===== src/core/ranging_consts.svh =====
`ifndef RANGING_CONSTS_SVH
`define RANGING_CONSTS_SVH
`define RMT_CLK_PERIOD_NS 25
`define RMT_TRIG_LATENCY_NS 2000
`define RMT_TRIG_LATENCY_CYC \
  ((`RMT_TRIG_LATENCY_NS + `RMT_CLK_PERIOD_NS - 1) / `RMT_CLK_PERIOD_NS)
`define RMT_PULSE_NS 1000
`define RMT_PULSE_CYC \
  ((`RMT_PULSE_NS + `RMT_CLK_PERIOD_NS - 1) / `RMT_CLK_PERIOD_NS)
`define RMT_RATE_W 24
`define RMT_CNT_W 8
`define RMT_PROG_ADDR 7'h45
`define RMT_APP_ADDR_RST 7'h29
`define RMT_BYTE_BITS 4'h8
`endif


===== src/core/ranging_pkg.sv =====
`include "ranging_consts.svh"
package ranging_pkg;
  typedef enum logic [1:0] {
    M_IDLE = 2'b00,
    M_DELAY = 2'b01,
    M_MEASURE = 2'b10,
    M_PULSE = 2'b11
  } meas_state_t;

  typedef enum logic [2:0] {
    I_IDLE = 3'b000,
    I_SHIFT = 3'b001,
    I_HOLD = 3'b010,
    I_ACK = 3'b011,
    I_LOAD = 3'b100,
    I_SEND = 3'b101,
    I_HOLDTX = 3'b110,
    I_MACK = 3'b111
  } bus_state_t;

  typedef struct packed {
    logic [2:0] scl_sync;
    logic [2:0] sda_sync;
  } bus_pins_t;

  typedef struct packed {
    meas_state_t mstate;
    logic [`RMT_RATE_W-1:0] rate_cnt;
    logic [`RMT_CNT_W-1:0] cnt;
    logic [2:0] evt_sync;
    logic evt_drive;
    logic meas_start;
    logic sample_ready;
    bus_state_t istate;
    bus_pins_t pins;
    logic [3:0] bit_cnt;
    logic [7:0] shreg;
    logic is_addr;
    logic is_read;
    logic sel_prog;
    logic ack_low;
    logic scl_hold;
    logic sda_low;
    logic [6:0] app_addr;
    logic rx_valid;
  } state_t;
endpackage


===== src/core/ranging_mode_trigger_control.sv =====
`timescale 1ns/1ps
`include "ranging_consts.svh"
module ranging_mode_trigger_control #(
  parameter logic [`RMT_CNT_W-1:0] TRIG_LATENCY =
    `RMT_CNT_W'(`RMT_TRIG_LATENCY_CYC),
  parameter logic [`RMT_CNT_W-1:0] PULSE_CYCLES =
    `RMT_CNT_W'(`RMT_PULSE_CYC)
) (
  input wire logic i_mclk,                      // System clock, 40 MHz.
  input wire logic i_rst_n,                     // Synchronous reset.
  input wire logic i_mode_triggered,            // 1 triggered, 0 free-run.
  input wire logic [`RMT_RATE_W-1:0] i_period,  // Sample period, cycles.
  input wire logic i_meas_done,                 // Measurement finished.
  output logic o_meas_start,                    // Start measurement pulse.
  output logic o_sample_ready,                  // New sample pulse.
  input wire logic i_evt,                       // Event pin level.
  output logic o_evt,                           // Event pin drive value.
  output logic o_evt_oe,                        // Event pin drive enable.
  input wire logic i_scl,                       // Bus clock pin level.
  output logic o_scl,                           // Bus clock drive value.
  output logic o_scl_oe,                        // High pulls clock low.
  input wire logic i_sda,                       // Bus data pin level.
  output logic o_sda,                           // Bus data drive value.
  output logic o_sda_oe,                        // High pulls data low.
  input wire logic i_app_addr_we,               // Load new app address.
  input wire logic [6:0] i_app_addr,            // New app address.
  output logic [6:0] o_app_addr,                // Current app address.
  output logic [7:0] o_rx_data,                 // Received byte.
  output logic o_rx_valid,                      // Received byte waiting.
  output logic o_rx_prog,                       // Byte is for program port.
  input wire logic i_rx_ready,                  // Receiver took the byte.
  input wire logic i_rx_accept,                 // 1 ack, 0 nack.
  output logic o_tx_req,                        // Next byte wanted.
  input wire logic i_tx_valid,                  // Transmit byte offered.
  input wire logic [7:0] i_tx_data              // Transmit byte.
);
  ranging_pkg::state_t st;
  ranging_pkg::state_t next_st;
  logic evt_rise;
  logic scl_rise;
  logic scl_fall;
  logic bus_start;
  logic bus_stop;
  logic sda_now;
  logic addr_hit;

  function automatic logic rising(input logic [2:0] s);
    rising = s[1] & ~s[2];
  endfunction

  function automatic logic falling(input logic [2:0] s);
    falling = ~s[1] & s[2];
  endfunction

  always_comb begin
    evt_rise = rising(st.evt_sync);
    scl_rise = rising(st.pins.scl_sync);
    scl_fall = falling(st.pins.scl_sync);
    sda_now = st.pins.sda_sync[1];
    bus_start = st.pins.scl_sync[1] & falling(st.pins.sda_sync);
    bus_stop = st.pins.scl_sync[1] & rising(st.pins.sda_sync);
    addr_hit = (st.shreg[7:1] == `RMT_PROG_ADDR) ||
               (st.shreg[7:1] == st.app_addr);
  end

  always_comb begin
    next_st = st;
    next_st.meas_start = 1'b0;
    next_st.sample_ready = 1'b0;
    next_st.evt_sync = {st.evt_sync[1:0], i_evt};
    next_st.pins.scl_sync = {st.pins.scl_sync[1:0], i_scl};
    next_st.pins.sda_sync = {st.pins.sda_sync[1:0], i_sda};
    if (i_app_addr_we) begin
      next_st.app_addr = i_app_addr;
    end

    case (st.mstate)
      ranging_pkg::M_IDLE: begin
        if (!i_mode_triggered) begin
          if (st.rate_cnt >= i_period - `RMT_RATE_W'(1)) begin
            next_st.rate_cnt = '0;
            next_st.meas_start = 1'b1;
            next_st.mstate = ranging_pkg::M_MEASURE;
          end else begin
            next_st.rate_cnt = st.rate_cnt + `RMT_RATE_W'(1);
          end
        end else begin
          next_st.rate_cnt = '0;
          // Nothing starts here without a host edge on the line.
          if (evt_rise) begin
            next_st.cnt = '0;
            next_st.mstate = ranging_pkg::M_DELAY;
          end
        end
      end
      ranging_pkg::M_DELAY: begin
        // Latency is counted from the synchronised edge, so it is fixed.
        if (st.cnt >= TRIG_LATENCY - `RMT_CNT_W'(1)) begin
          next_st.meas_start = 1'b1;
          next_st.mstate = ranging_pkg::M_MEASURE;
        end else begin
          next_st.cnt = st.cnt + `RMT_CNT_W'(1);
        end
      end
      ranging_pkg::M_MEASURE: begin
        if (!i_mode_triggered) begin
          next_st.rate_cnt = st.rate_cnt + `RMT_RATE_W'(1);
        end
        if (i_meas_done) begin
          next_st.sample_ready = 1'b1;
          next_st.evt_drive = 1'b1;
          next_st.cnt = '0;
          next_st.mstate = ranging_pkg::M_PULSE;
        end
      end
      ranging_pkg::M_PULSE: begin
        if (!i_mode_triggered) begin
          next_st.rate_cnt = st.rate_cnt + `RMT_RATE_W'(1);
        end
        if (st.cnt >= PULSE_CYCLES - `RMT_CNT_W'(1)) begin
          next_st.evt_drive = 1'b0;
          // Our own pulse is still in the synchroniser; seeding it high
          // keeps it from reading back as a host trigger.
          next_st.evt_sync = 3'h7;
          next_st.mstate = ranging_pkg::M_IDLE;
        end else begin
          next_st.cnt = st.cnt + `RMT_CNT_W'(1);
        end
      end
      default: begin
        next_st.mstate = ranging_pkg::M_IDLE;
      end
    endcase

    case (st.istate)
      ranging_pkg::I_IDLE: begin
        next_st.scl_hold = 1'b0;
        next_st.sda_low = 1'b0;
      end
      ranging_pkg::I_SHIFT: begin
        if (scl_rise) begin
          next_st.shreg = {st.shreg[6:0], sda_now};
          next_st.bit_cnt = st.bit_cnt + 4'h1;
        end else if (scl_fall && st.bit_cnt == `RMT_BYTE_BITS) begin
          next_st.scl_hold = 1'b1;
          next_st.istate = ranging_pkg::I_HOLD;
        end
      end
      ranging_pkg::I_HOLD: begin
        if (st.is_addr) begin
          next_st.is_addr = 1'b0;
          next_st.is_read = st.shreg[0];
          next_st.sel_prog = (st.shreg[7:1] == `RMT_PROG_ADDR);
          next_st.ack_low = addr_hit;
          next_st.sda_low = addr_hit;
          next_st.scl_hold = 1'b0;
          next_st.istate = ranging_pkg::I_ACK;
        end else begin
          // Clock stays low until the receiver decides ack or nack.
          next_st.rx_valid = 1'b1;
          if (st.rx_valid && i_rx_ready) begin
            next_st.rx_valid = 1'b0;
            next_st.ack_low = i_rx_accept;
            next_st.sda_low = i_rx_accept;
            next_st.scl_hold = 1'b0;
            next_st.istate = ranging_pkg::I_ACK;
          end
        end
      end
      ranging_pkg::I_ACK: begin
        if (scl_fall) begin
          next_st.sda_low = 1'b0;
          next_st.bit_cnt = 4'h0;
          if (!st.ack_low) begin
            next_st.istate = ranging_pkg::I_IDLE;
          end else if (st.is_read) begin
            next_st.scl_hold = 1'b1;
            next_st.istate = ranging_pkg::I_LOAD;
          end else begin
            next_st.istate = ranging_pkg::I_SHIFT;
          end
        end
      end
      ranging_pkg::I_LOAD: begin
        if (i_tx_valid) begin
          next_st.shreg = i_tx_data;
          next_st.sda_low = ~i_tx_data[7];
          next_st.bit_cnt = 4'h0;
          next_st.scl_hold = 1'b0;
          next_st.istate = ranging_pkg::I_SEND;
        end
      end
      ranging_pkg::I_SEND: begin
        if (scl_fall) begin
          next_st.bit_cnt = st.bit_cnt + 4'h1;
          if (st.bit_cnt + 4'h1 == `RMT_BYTE_BITS) begin
            // Hold after the eighth bit while the next byte is fetched.
            next_st.sda_low = 1'b0;
            next_st.scl_hold = 1'b1;
            next_st.istate = ranging_pkg::I_HOLDTX;
          end else begin
            next_st.shreg = {st.shreg[6:0], 1'b0};
            next_st.sda_low = ~st.shreg[6];
          end
        end
      end
      ranging_pkg::I_HOLDTX: begin
        if (i_tx_valid) begin
          next_st.shreg = i_tx_data;
          next_st.scl_hold = 1'b0;
          next_st.ack_low = 1'b0;
          next_st.istate = ranging_pkg::I_MACK;
        end
      end
      ranging_pkg::I_MACK: begin
        if (scl_rise) begin
          next_st.ack_low = ~sda_now;
          if (sda_now) begin
            next_st.istate = ranging_pkg::I_IDLE;
          end
        end else if (scl_fall && st.ack_low) begin
          next_st.sda_low = ~st.shreg[7];
          next_st.bit_cnt = 4'h0;
          next_st.istate = ranging_pkg::I_SEND;
        end
      end
      default: begin
        next_st.istate = ranging_pkg::I_IDLE;
      end
    endcase

    // A start or stop aborts any byte in progress and frees both lines.
    if (bus_start) begin
      next_st.istate = ranging_pkg::I_SHIFT;
      next_st.is_addr = 1'b1;
      next_st.bit_cnt = 4'h0;
      next_st.rx_valid = 1'b0;
      next_st.scl_hold = 1'b0;
      next_st.sda_low = 1'b0;
    end else if (bus_stop) begin
      next_st.istate = ranging_pkg::I_IDLE;
      next_st.rx_valid = 1'b0;
      next_st.scl_hold = 1'b0;
      next_st.sda_low = 1'b0;
    end
  end

  always_ff @(posedge i_mclk) begin
    if (!i_rst_n) begin
      st <= '0;
      st.evt_sync <= 3'h0;
      st.pins.scl_sync <= 3'h7;
      st.pins.sda_sync <= 3'h7;
      st.app_addr <= `RMT_APP_ADDR_RST;
    end else begin
      st <= next_st;
    end
  end

  always_comb begin
    o_meas_start = st.meas_start;
    o_sample_ready = st.sample_ready;
    o_evt = st.evt_drive;
    // Free-run owns the line; triggered mode shares it with the host.
    o_evt_oe = !i_mode_triggered || st.evt_drive;
    o_scl = 1'b0;
    o_scl_oe = st.scl_hold;
    o_sda = 1'b0;
    o_sda_oe = st.sda_low;
    o_app_addr = st.app_addr;
    o_rx_data = st.shreg;
    o_rx_valid = st.rx_valid;
    o_rx_prog = st.sel_prog;
    o_tx_req = (st.istate == ranging_pkg::I_LOAD) ||
               (st.istate == ranging_pkg::I_HOLDTX);
  end
endmodule


===== config.mk =====
export PLATFORM = sky130hd
export DESIGN_NAME = ranging_mode_trigger_control
export DESIGN_NICKNAME = d
export VERILOG_FILES = /design/src/core/ranging_pkg.sv /design/src/core/ranging_mode_trigger_control.sv
export VERILOG_INCLUDE_DIRS = /design/src /design/src/core
export SDC_FILE = /design/constraint.sdc
export NUM_CORES = 1
export LEC_CHECK = 0
export ABC_AREA = 1
export ABC_CLOCK_PERIOD_IN_PS = 2640
export BUFFER_PORTS_ARGS = -buffer_cell sky130_fd_sc_hd__buf_2
export CAP_MARGIN = 10
export CORE_UTILIZATION = 53
export CTS_CLUSTER_DIAMETER = 50
export DETAILED_ROUTE_END_ITERATION = 6
export PLACE_DENSITY = 0.8
export SLEW_MARGIN = 10
export SYNTH_ARGS = -nofsm -noshare
export SYNTH_HDL_FRONTEND = slang
export SYNTH_SLANG_ARGS = --single-unit

===== constraint.sdc =====
create_clock -name i_mclk -period 2.64 [get_ports i_mclk]
set_clock_uncertainty 0.2 [all_clocks]
set_input_delay 0 -clock i_mclk [delete_from_list [all_inputs] [get_ports i_mclk]]
set_output_delay 0 -clock i_mclk [all_outputs]
set_load 0.1 [all_outputs]

# Yosys cells after proc, flatten, opt, wreduce, memory -nomap -nowiden
# Cells that the tools add are included.
[totals]
reg_bits = 75
latch_bits = 0
mem_bits_rw = 0
mem_bits_ro = 0
out_inout_bits = 26
elab_cells = 206
n_memories = 0
[op_classes]
add_sub_neg = 4
multipliers = 0
div = 0
magnitude_cmp = 3
n_eq_ne = 51
shifts = 0
n_mux = 74
bitwise_logic = 17
reduce_logical = 36
[op_table]
columns = ["op", "n"]
rows = [
  ["8-bit case mux with 4 select lines", 2],
  ["8-bit two-way mux", 7],
  ["3-bit two-way mux", 18],
  ["24-bit two-way mux", 2],
  ["24-bit case mux with 2 select lines", 1],
  ["2-bit != test (second input constant)", 22],
  ["12-bit two-way mux", 3],
  ["11-bit AND reduction", 3],
  ["4-bit != test (second input constant)", 7],
  ["26-bit two-way mux", 1],
  ["24-bit by 1-bit adder with 24-bit output (second input constant)", 1],
  ["24-bit greater-or-equal comparator", 1],
  ["24-bit by 1-bit subtractor with 24-bit output (second input constant)", 1],
  ["3-bit case mux with 7 select lines", 1],
  ["2-bit two-way mux", 10],
  ["4-bit case mux with 5 select lines", 1],
  ["1-bit two-way mux", 18],
  ["4-bit two-way mux", 4],
  ["3-bit != test (second input constant)", 5],
  ["5-bit != test (second input constant)", 3],
  ["7-bit AND reduction", 2],
  ["7-bit nonzero test", 2],
  ["3-bit equality test (second input constant)", 4],
  ["1-bit inverter", 10],
  ["35 further kinds", 56],
]

# Longest topological paths before layout
# Gate-level depths: netlist of run 1.
[depth]
depth_word = 8
ltp_mapped = 23
ltp_nobuf = 22

# Worst setup path before layout of run 1
# OpenSTA, ideal clock, no wires.
[synth_timing]
kind = "input port to flip-flop"
startpoint = "input i_period[0]"
endpoint = "register st[51] (netlist bit)"
setup_time_ns = 0.058
arrival_time_ns = 2.412
t_required_ns = 2.382
path_slack_ns = -0.031
path_stages = 21
path_buffers = 1
path_cell_list = "inv_1 -> ha_1 -> nand2_2 -> nor2_4 -> nand3_2 -> nor3_4 -> nand3b_1 -> nor2_1 -> xor2_1 -> inv_1 -> ha_1 -> nand2_1 -> inv_1 -> nand3_1 -> inv_1 -> a21oi_1 -> nand3_1 -> nand3_1 -> buf_2 -> nand4_1 -> inv_1"
[synth_between]
elab_chain_len = 5
[synth_rtl]
columns = ["element", "line", "rtl"]
rows = [
  ["start, declared", "ranging_mode_trigger_control.sv:12", "input wire logic [`RMT_RATE_W-1:0] i_period,"],
  ["24-bit by 1-bit subtractor with 24-bit output", "ranging_mode_trigger_control.sv:80", "if (st.rate_cnt >= i_period - `RMT_RATE_W'(1)) begin"],
  ["24-bit greater-or-equal comparator", "ranging_mode_trigger_control.sv:80", ""],
  ["24-bit two-way mux", "ranging_mode_trigger_control.sv:80", ""],
  ["26-bit two-way mux", "ranging_mode_trigger_control.sv:79", "if (!i_mode_triggered) begin"],
  ["24-bit case mux with 2 select lines", "ranging_mode_trigger_control.sv:77", "case (st.mstate)"],
  ["end signal, assigned", "ranging_mode_trigger_control.sv:256", "st <= next_st;"],
  ["end, declared", "ranging_mode_trigger_control.sv:37", "ranging_pkg::state_t st;"],
]
# No other way between the ends.
# A chain may end at the register's enable or synchronous reset.

# Worst setup path in the final report of run 1
[layout_timing]
startpoint = "input i_period[3]"
endpoint = "register st[62] (netlist bit)"
# The elaborated chain is that of the path after synthesis.

==> results of run 1 <==
where the power goes:
group | internal [W] | switching [W]
logic | 0.000596 | 0.00147
registers | 0.00127 | 0.000170
clock network | 0.000469 | 0.000492
cell families (layout without fill, tap and decap cells):
group,after synthesis,after routing
compound gates,96,96
xor+xnor,43,43
fa+ha+maj,33,33
buf+inv,142,275
flops,75,75
other cells,1,3
simple gates,379,379
repair_timing:
action | 4_1_cts | 5_1_grt
hold buffers | 38 | 0
endpoints found under the setup margin | 0 | 26
gates resized for setup | 0 | 14
buffers inserted | 0 | 3
endpoints found under the hold margin | 32 | 0
cell usage in the layout, fill, tap and decap left out, types with 10 or more instances in the layout:
cell and instances:
xnor2_1 18, xor2_1 24, nor2_1 93, clkbuf_8 10
nand2_1 146, buf_2 73, dfxtp_1 75, nand4_1 20
nor2_2 12, buf_4 35, o21ai_0 25, inv_1 101
a21oi_1 35, nor3_1 12, nand3_1 43, dlygate4sd3_1 38
ha_1 32, nand2_2 14
critical path: stages:
cell	delay, ns
buf_2	0.11
buf_4	0.14
nor2_4	0.11
nand2_2	0.08
nor2_4	0.09
nand3_2	0.10
nor3_4	0.20
nand3b_1	0.13
nor2_1	0.16
xor2_1	0.15
inv_1	0.05
ha_1	0.26
nand2_1	0.07
inv_1	0.03
nand3_1	0.09
inv_1	0.06
a21oi_2	0.16
nand3_2	0.10
nand3_2	0.11
buf_6	0.13
nand2_1	0.06
nor2_1	0.11
worst paths after layout:
path / startpoint / cells past startpoint / end / slack [ns]
max: i_period[3] / 22 / st[62] / 0.24
min: i_tx_valid / 6 / st[10] / 0.01
max reg2reg: st[41] / 11 / st[74] / 0.34
min reg2reg: next_st[30] / 1 / next_st[31] / 0.22
metal layers:
layer  GRT usage  vias up  wire (um)  share of wire
met1       0.313     2429       5690           0.41
li1            -     2732          -              -
met4       0.133        0        538          0.039
met3      0.0556       56        760          0.055
met2       0.471      205       6890           0.50
met5           0        -          0              0
area by class of cell:
cell class | count | area [um2]
Fill cell | 801 | 3160
Timing Repair Buffer | 148 | 1030
Sequential cell | 75 | 1500
Clock buffer | 10 | 138
Antenna cell | 1 | 2.50
Tap cell | 133 | 166
Inverter | 111 | 419
Clock inverter | 6 | 70.1
Multi-Input combinational cell | 553 | 3280
stage by stage:
stage	total power [W]	util	cell area, um2	instances	hold slack (ns)
after global placement	0.00336	0.608	5950	979	-0.0142
final	0.00447	0.677	6620	1037	0.0139
after detailed placement	0.00340	0.608	5950	979	-0.00241
after CTS	0.00438	0.669	6540	1033	0.00832
after global routing	0.00470	0.677	6610	1036	0.0714
after floorplan	0.00311	-	5370	770	-0.0934
sequential cells by signal, indices dropped and copies added (netlist names), 4 cells and up:
signal / count
o_app_addr: 7
st: 49
o_rx_data: 8
next_st: 4
==> results.json, run 1 <==
{
  "synth_area_leaders": "dfxtp_1 28%, nand2_1 10%, ha_1 7.7%, inv_1 7.1%, nor2_1 6.6%",
  "cp.required_ns": 2.74,
  "grt.total_usage": 0.270,
  "synth_edf_count": 0,
  "synthFlopType": "dfxtp_1",
  "syn_to_final_growth_pct": 23.3,
  "power_density_nw_per_um2": 675,
  "synth_top_area_frac": 0.280,
  "synth_compound_area_frac": 0.112,
  "ir_drop_mv": 0.557,
  "synth.avg_cell_area_um2": 6.98,
  "drc": 0,
  "outcome": "finished, final reports clean",
  "tns_ns": 0,
  "synth_seq_area_share": 0.280,
  "hp-class": "primary input to register",
  "yosysUniqueCellTypes": 50,
  "synthXorXnorAreaFrac": 0.0716,
  "path_max_fanout": 7,
  "syn_area_um2": 5360,
  "std_cell_rows": 36,
  "timing.final.hold_violations": 0,
  "wl_per_cell_um": 13.4,
  "ant_nets": 0,
  "htreeDepth": 3,
  "io_buffers": 73,
  "die_h_um": 103,
  "cts_max_path_buffers": 2,
  "tightest_slew_ns": 0.544,
  "cp-end-kind": "register",
  "p_leak_nw": 3.29,
  "maxCapViolations": 0,
  "die_area_um2": 10500,
  "yosysMostFrequentCell": "nand2_1",
  "cp.arrival_ns": 2.50,
  "path_clk_slew_ns": 0.09,
  "synthTopCellsByCount": "147 x nand2_1, 102 x inv_1, 95 x nor2_1",
  "synth_top_area_cell": "dfxtp_1",
  "cts_sinks": 75,
  "cts_tree": "built",
  "drtIter0Drc": 384,
  "period_share": 0.910,
  "slew-limit-headroom": 0.634,
  "yosys.area_share.simple": 0.341,
  "overflow": 0,
  "setup_ws_ns": 0.238,
  "gp_congestion": 0.925,
  "dr.pass1.iters": 6,
  "dp_slack_ns": -0.282,
  "fmax_mhz": 416,
  "avgViaCountPerCell": 5.23,
  "dp_hpwl_um": 9110,
  "core_um2": 9770,
  "cp-start-kind": "primary input",
  "cts_made_buffers": 9,
  "layout-drive-gt1-share": 0.229,
  "period_needed_ns": 2.40,
  "antenna_found_initial": 0,
  "final_nets": 981,
  "maxSlewViolCount": 0,
  "ys_seq_elements": 75,
  "synthAdderAreaFrac": 0.0770,
  "grt_pass1_vias": 5022,
  "synth_mux_area_frac": 0,
  "finalSetupViolCount": 0,
  "grt_max_degree": 28,
  "synth_cells": 769,
  "clockRootBuffer": "clkbuf_8",
  "grt_pass1_wl_um": 22400,
  "finalWirelength_um": 13900,
  "fp.dieW_um": 103,
  "clock_latency_ns": 0.37,
  "route.vias.total": 5422,
  "synth-warning-count": 0,
  "crit_type": "primary input to register",
  "io_pins": 76,
  "synth_top_family_by_area": "simple AND/OR/NAND/NOR gates",
  "start_util": 0.549,
  "synthArstFlopShare": 0
}
No activity file was read; power rests on OpenSTA's default activity.
==> inputs of run 2 (changes only) <==
- ABC_CLOCK_PERIOD_IN_PS: 2640 -> 2600
- CORE_UTILIZATION: 53 -> 35
- PLACE_DENSITY: 0.8 -> 0.55
- clock period: 2.64 -> 2.6 ns (I/O delays scaled with it)
==> results.json, run 2 (synthesis gave the netlist of run 1 again) <==
{
  "std_cell_rows": 44,
  "largest_register_ffs": 49,
  "dp_slack_ns": -0.239,
  "die_h_um": 126,
  "ant_nets": 0,
  "syn_to_final_growth_pct": 30.6,
  "cp.required_ns": 2.64,
  "setup_ws_ns": 0.179,
  "min_from": "i_tx_valid",
  "grt_max_degree": 25,
  "htreeDepth": 3,
  "gp_congestion": 0.896,
  "hp-class": "primary input to register",
  "period_share": 0.931,
  "final_nets": 996,
  "maxSlewViolCount": 0,
  "max_flop_register": "st",
  "path_clk_slew_ns": 0.06,
  "ir_drop_mv": 0.378,
  "power_density_nw_per_um2": 683,
  "finalWirelength_um": 13100,
  "timing.final.hold_violations": 0,
  "overflow": 0,
  "fp.dieW_um": 126,
  "drtIter0Drc": 316,
  "crit_type": "primary input to register",
  "pwr-share-seq": 0.308,
  "tns_ns": 0,
  "period_needed_ns": 2.42,
  "grt.total_usage": 0.170,
  "grt_pass1_vias": 4734,
  "finalSetupViolCount": 0,
  "antenna_cells": 0,
  "p_comb_frac": 0.448,
  "route.vias.total": 5133,
  "cp-start-kind": "primary input",
  "grt_pass1_wl_um": 22000,
  "io_buffers": 73,
  "avgViaCountPerCell": 4.66,
  "cp-end-kind": "register",
  "start_util": 0.364,
  "tightest_slew_ns": 0.508,
  "drc": 0,
  "path_max_fanout": 10,
  "final_cell_mix": "142 x nand2_1, 100 x inv_1, 86 x nor2_1, 75 x dfxtp_1, 72 x buf_2",
  "cts_made_buffers": 9,
  "cts_max_path_buffers": 2,
  "final_common_cell": "nand2_1",
  "cts_tree": "built",
  "dr.pass1.iters": 4,
  "power_switching_w": 0.00218,
  "fmax_mhz": 413,
  "p_int_w": 0.00260,
  "rsz0062_at_grt": "true",
  "layout-drive-gt1-share": 0.260,
  "die_area_um2": 15800,
  "antenna_found_initial": 0,
  "clockRootBuffer": "clkbuf_16",
  "p_sw_frac": 0.456,
  "maxCapViolations": 0,
  "p_leak_nw": 3.43,
  "cts_sinks": 75,
  "wl_per_cell_um": 11.9,
  "crit_path_start": "i_period[1]",
  "dp_hpwl_um": 9690,
  "slew-limit-headroom": 0.658,
  "pwr-share-clk": 0.244,
  "io_pins": 76,
  "r2r_start": "st[73]",
  "clock_latency_ns": 0.34,
  "cp.arrival_ns": 2.46,
  "outcome": "finished, final reports clean",
  "core_um2": 14800
}
[run 2: cell types whose count changed in the layout (fill, tap and decap cells not counted), sizes merged]
cell,previous run,this run
clkinv,0,1
buf,110,124
clkinvlp,3,4
diode,1,0
bufinv,1,0
dlygate4sd3,38,37
clkbuf,10,11
[run 2: what timing repair did]
action,CTS,global route
resized for setup,0,38
hold buffers,37,0
endpoints found under the hold margin,33,0
setup endpoints to repair,0,27
buffers inserted,0,1
[run 2: per-layer routing]
layer  wire [um]  track usage  up-vias
met5           0            0        -
met4         214       0.0539        0
met3         342       0.0204       17
met2        5980        0.281       91
met1        6570        0.232     2279
li1            -            -     2746
[run 2: area by class of cell]
type	instances	area (um2)
clock buffer	9	225
clock inverter	7	52.6
multi-input combinational	553	3380
sequential	75	1500
inverter	111	419
tap	184	230
fill	1512	7750
timing repair buffer	163	1200
[run 2: worst max-delay path, stage by stage]
cell and delay [ns]:
buf_2 0.12, nor2_4 0.09, nand2_2 0.08, nor3_4 0.22
nand2_2 0.10, nor3_4 0.16, buf_6 0.13, nand2_4 0.05
nor2_4 0.10, xnor2_2 0.06, ha_1 0.30, nand2_1 0.07
nor2_2 0.14, nand3_2 0.09, nor2_1 0.10, nand2_1 0.09
nand3_2 0.11, nand3_4 0.13, clkbuf_16 0.20, nand2_2 0.06
inv_1 0.03
[run 2: power by group through the flow]
stage	Clock, W	Sequential, W	Combinational, W
2_1_floorplan	0	0.00159	0.00156
3_3_place_gp	0	0.00149	0.00199
3_5_place_dp	0	0.00150	0.00200
4_1_cts	0.00121	0.00147	0.00205
5_1_grt	0.00126	0.00149	0.00234
6_report	0.00117	0.00147	0.00214
[run 2: per-stage QoR]
step | util | area (um2) | total power, W | cells | hold WS [ns]
global placement | 0.417 | 6150 | 0.00349 | 1046 | -0.0134
finish | 0.475 | 7000 | 0.00478 | 1102 | 0.0813
detailed placement | 0.417 | 6150 | 0.00349 | 1046 | -0.0115
global route | 0.475 | 7000 | 0.00509 | 1102 | 0.0986
floorplan | - | 5380 | 0.00315 | 770 | -0.0934
CTS | 0.461 | 6800 | 0.00472 | 1099 | 0.0547
[run 2: path summary, 6_finish.rpt]
kind / endpoint / slack [ns] / cells after the start
worst max-delay path: st[66] / 0.18 / 21
worst min-delay path: st[22] / 0.08 / 5
worst max register to register: st[62] / 0.31 / 10
worst min register to register: next_st[28] / 0.22 / 1
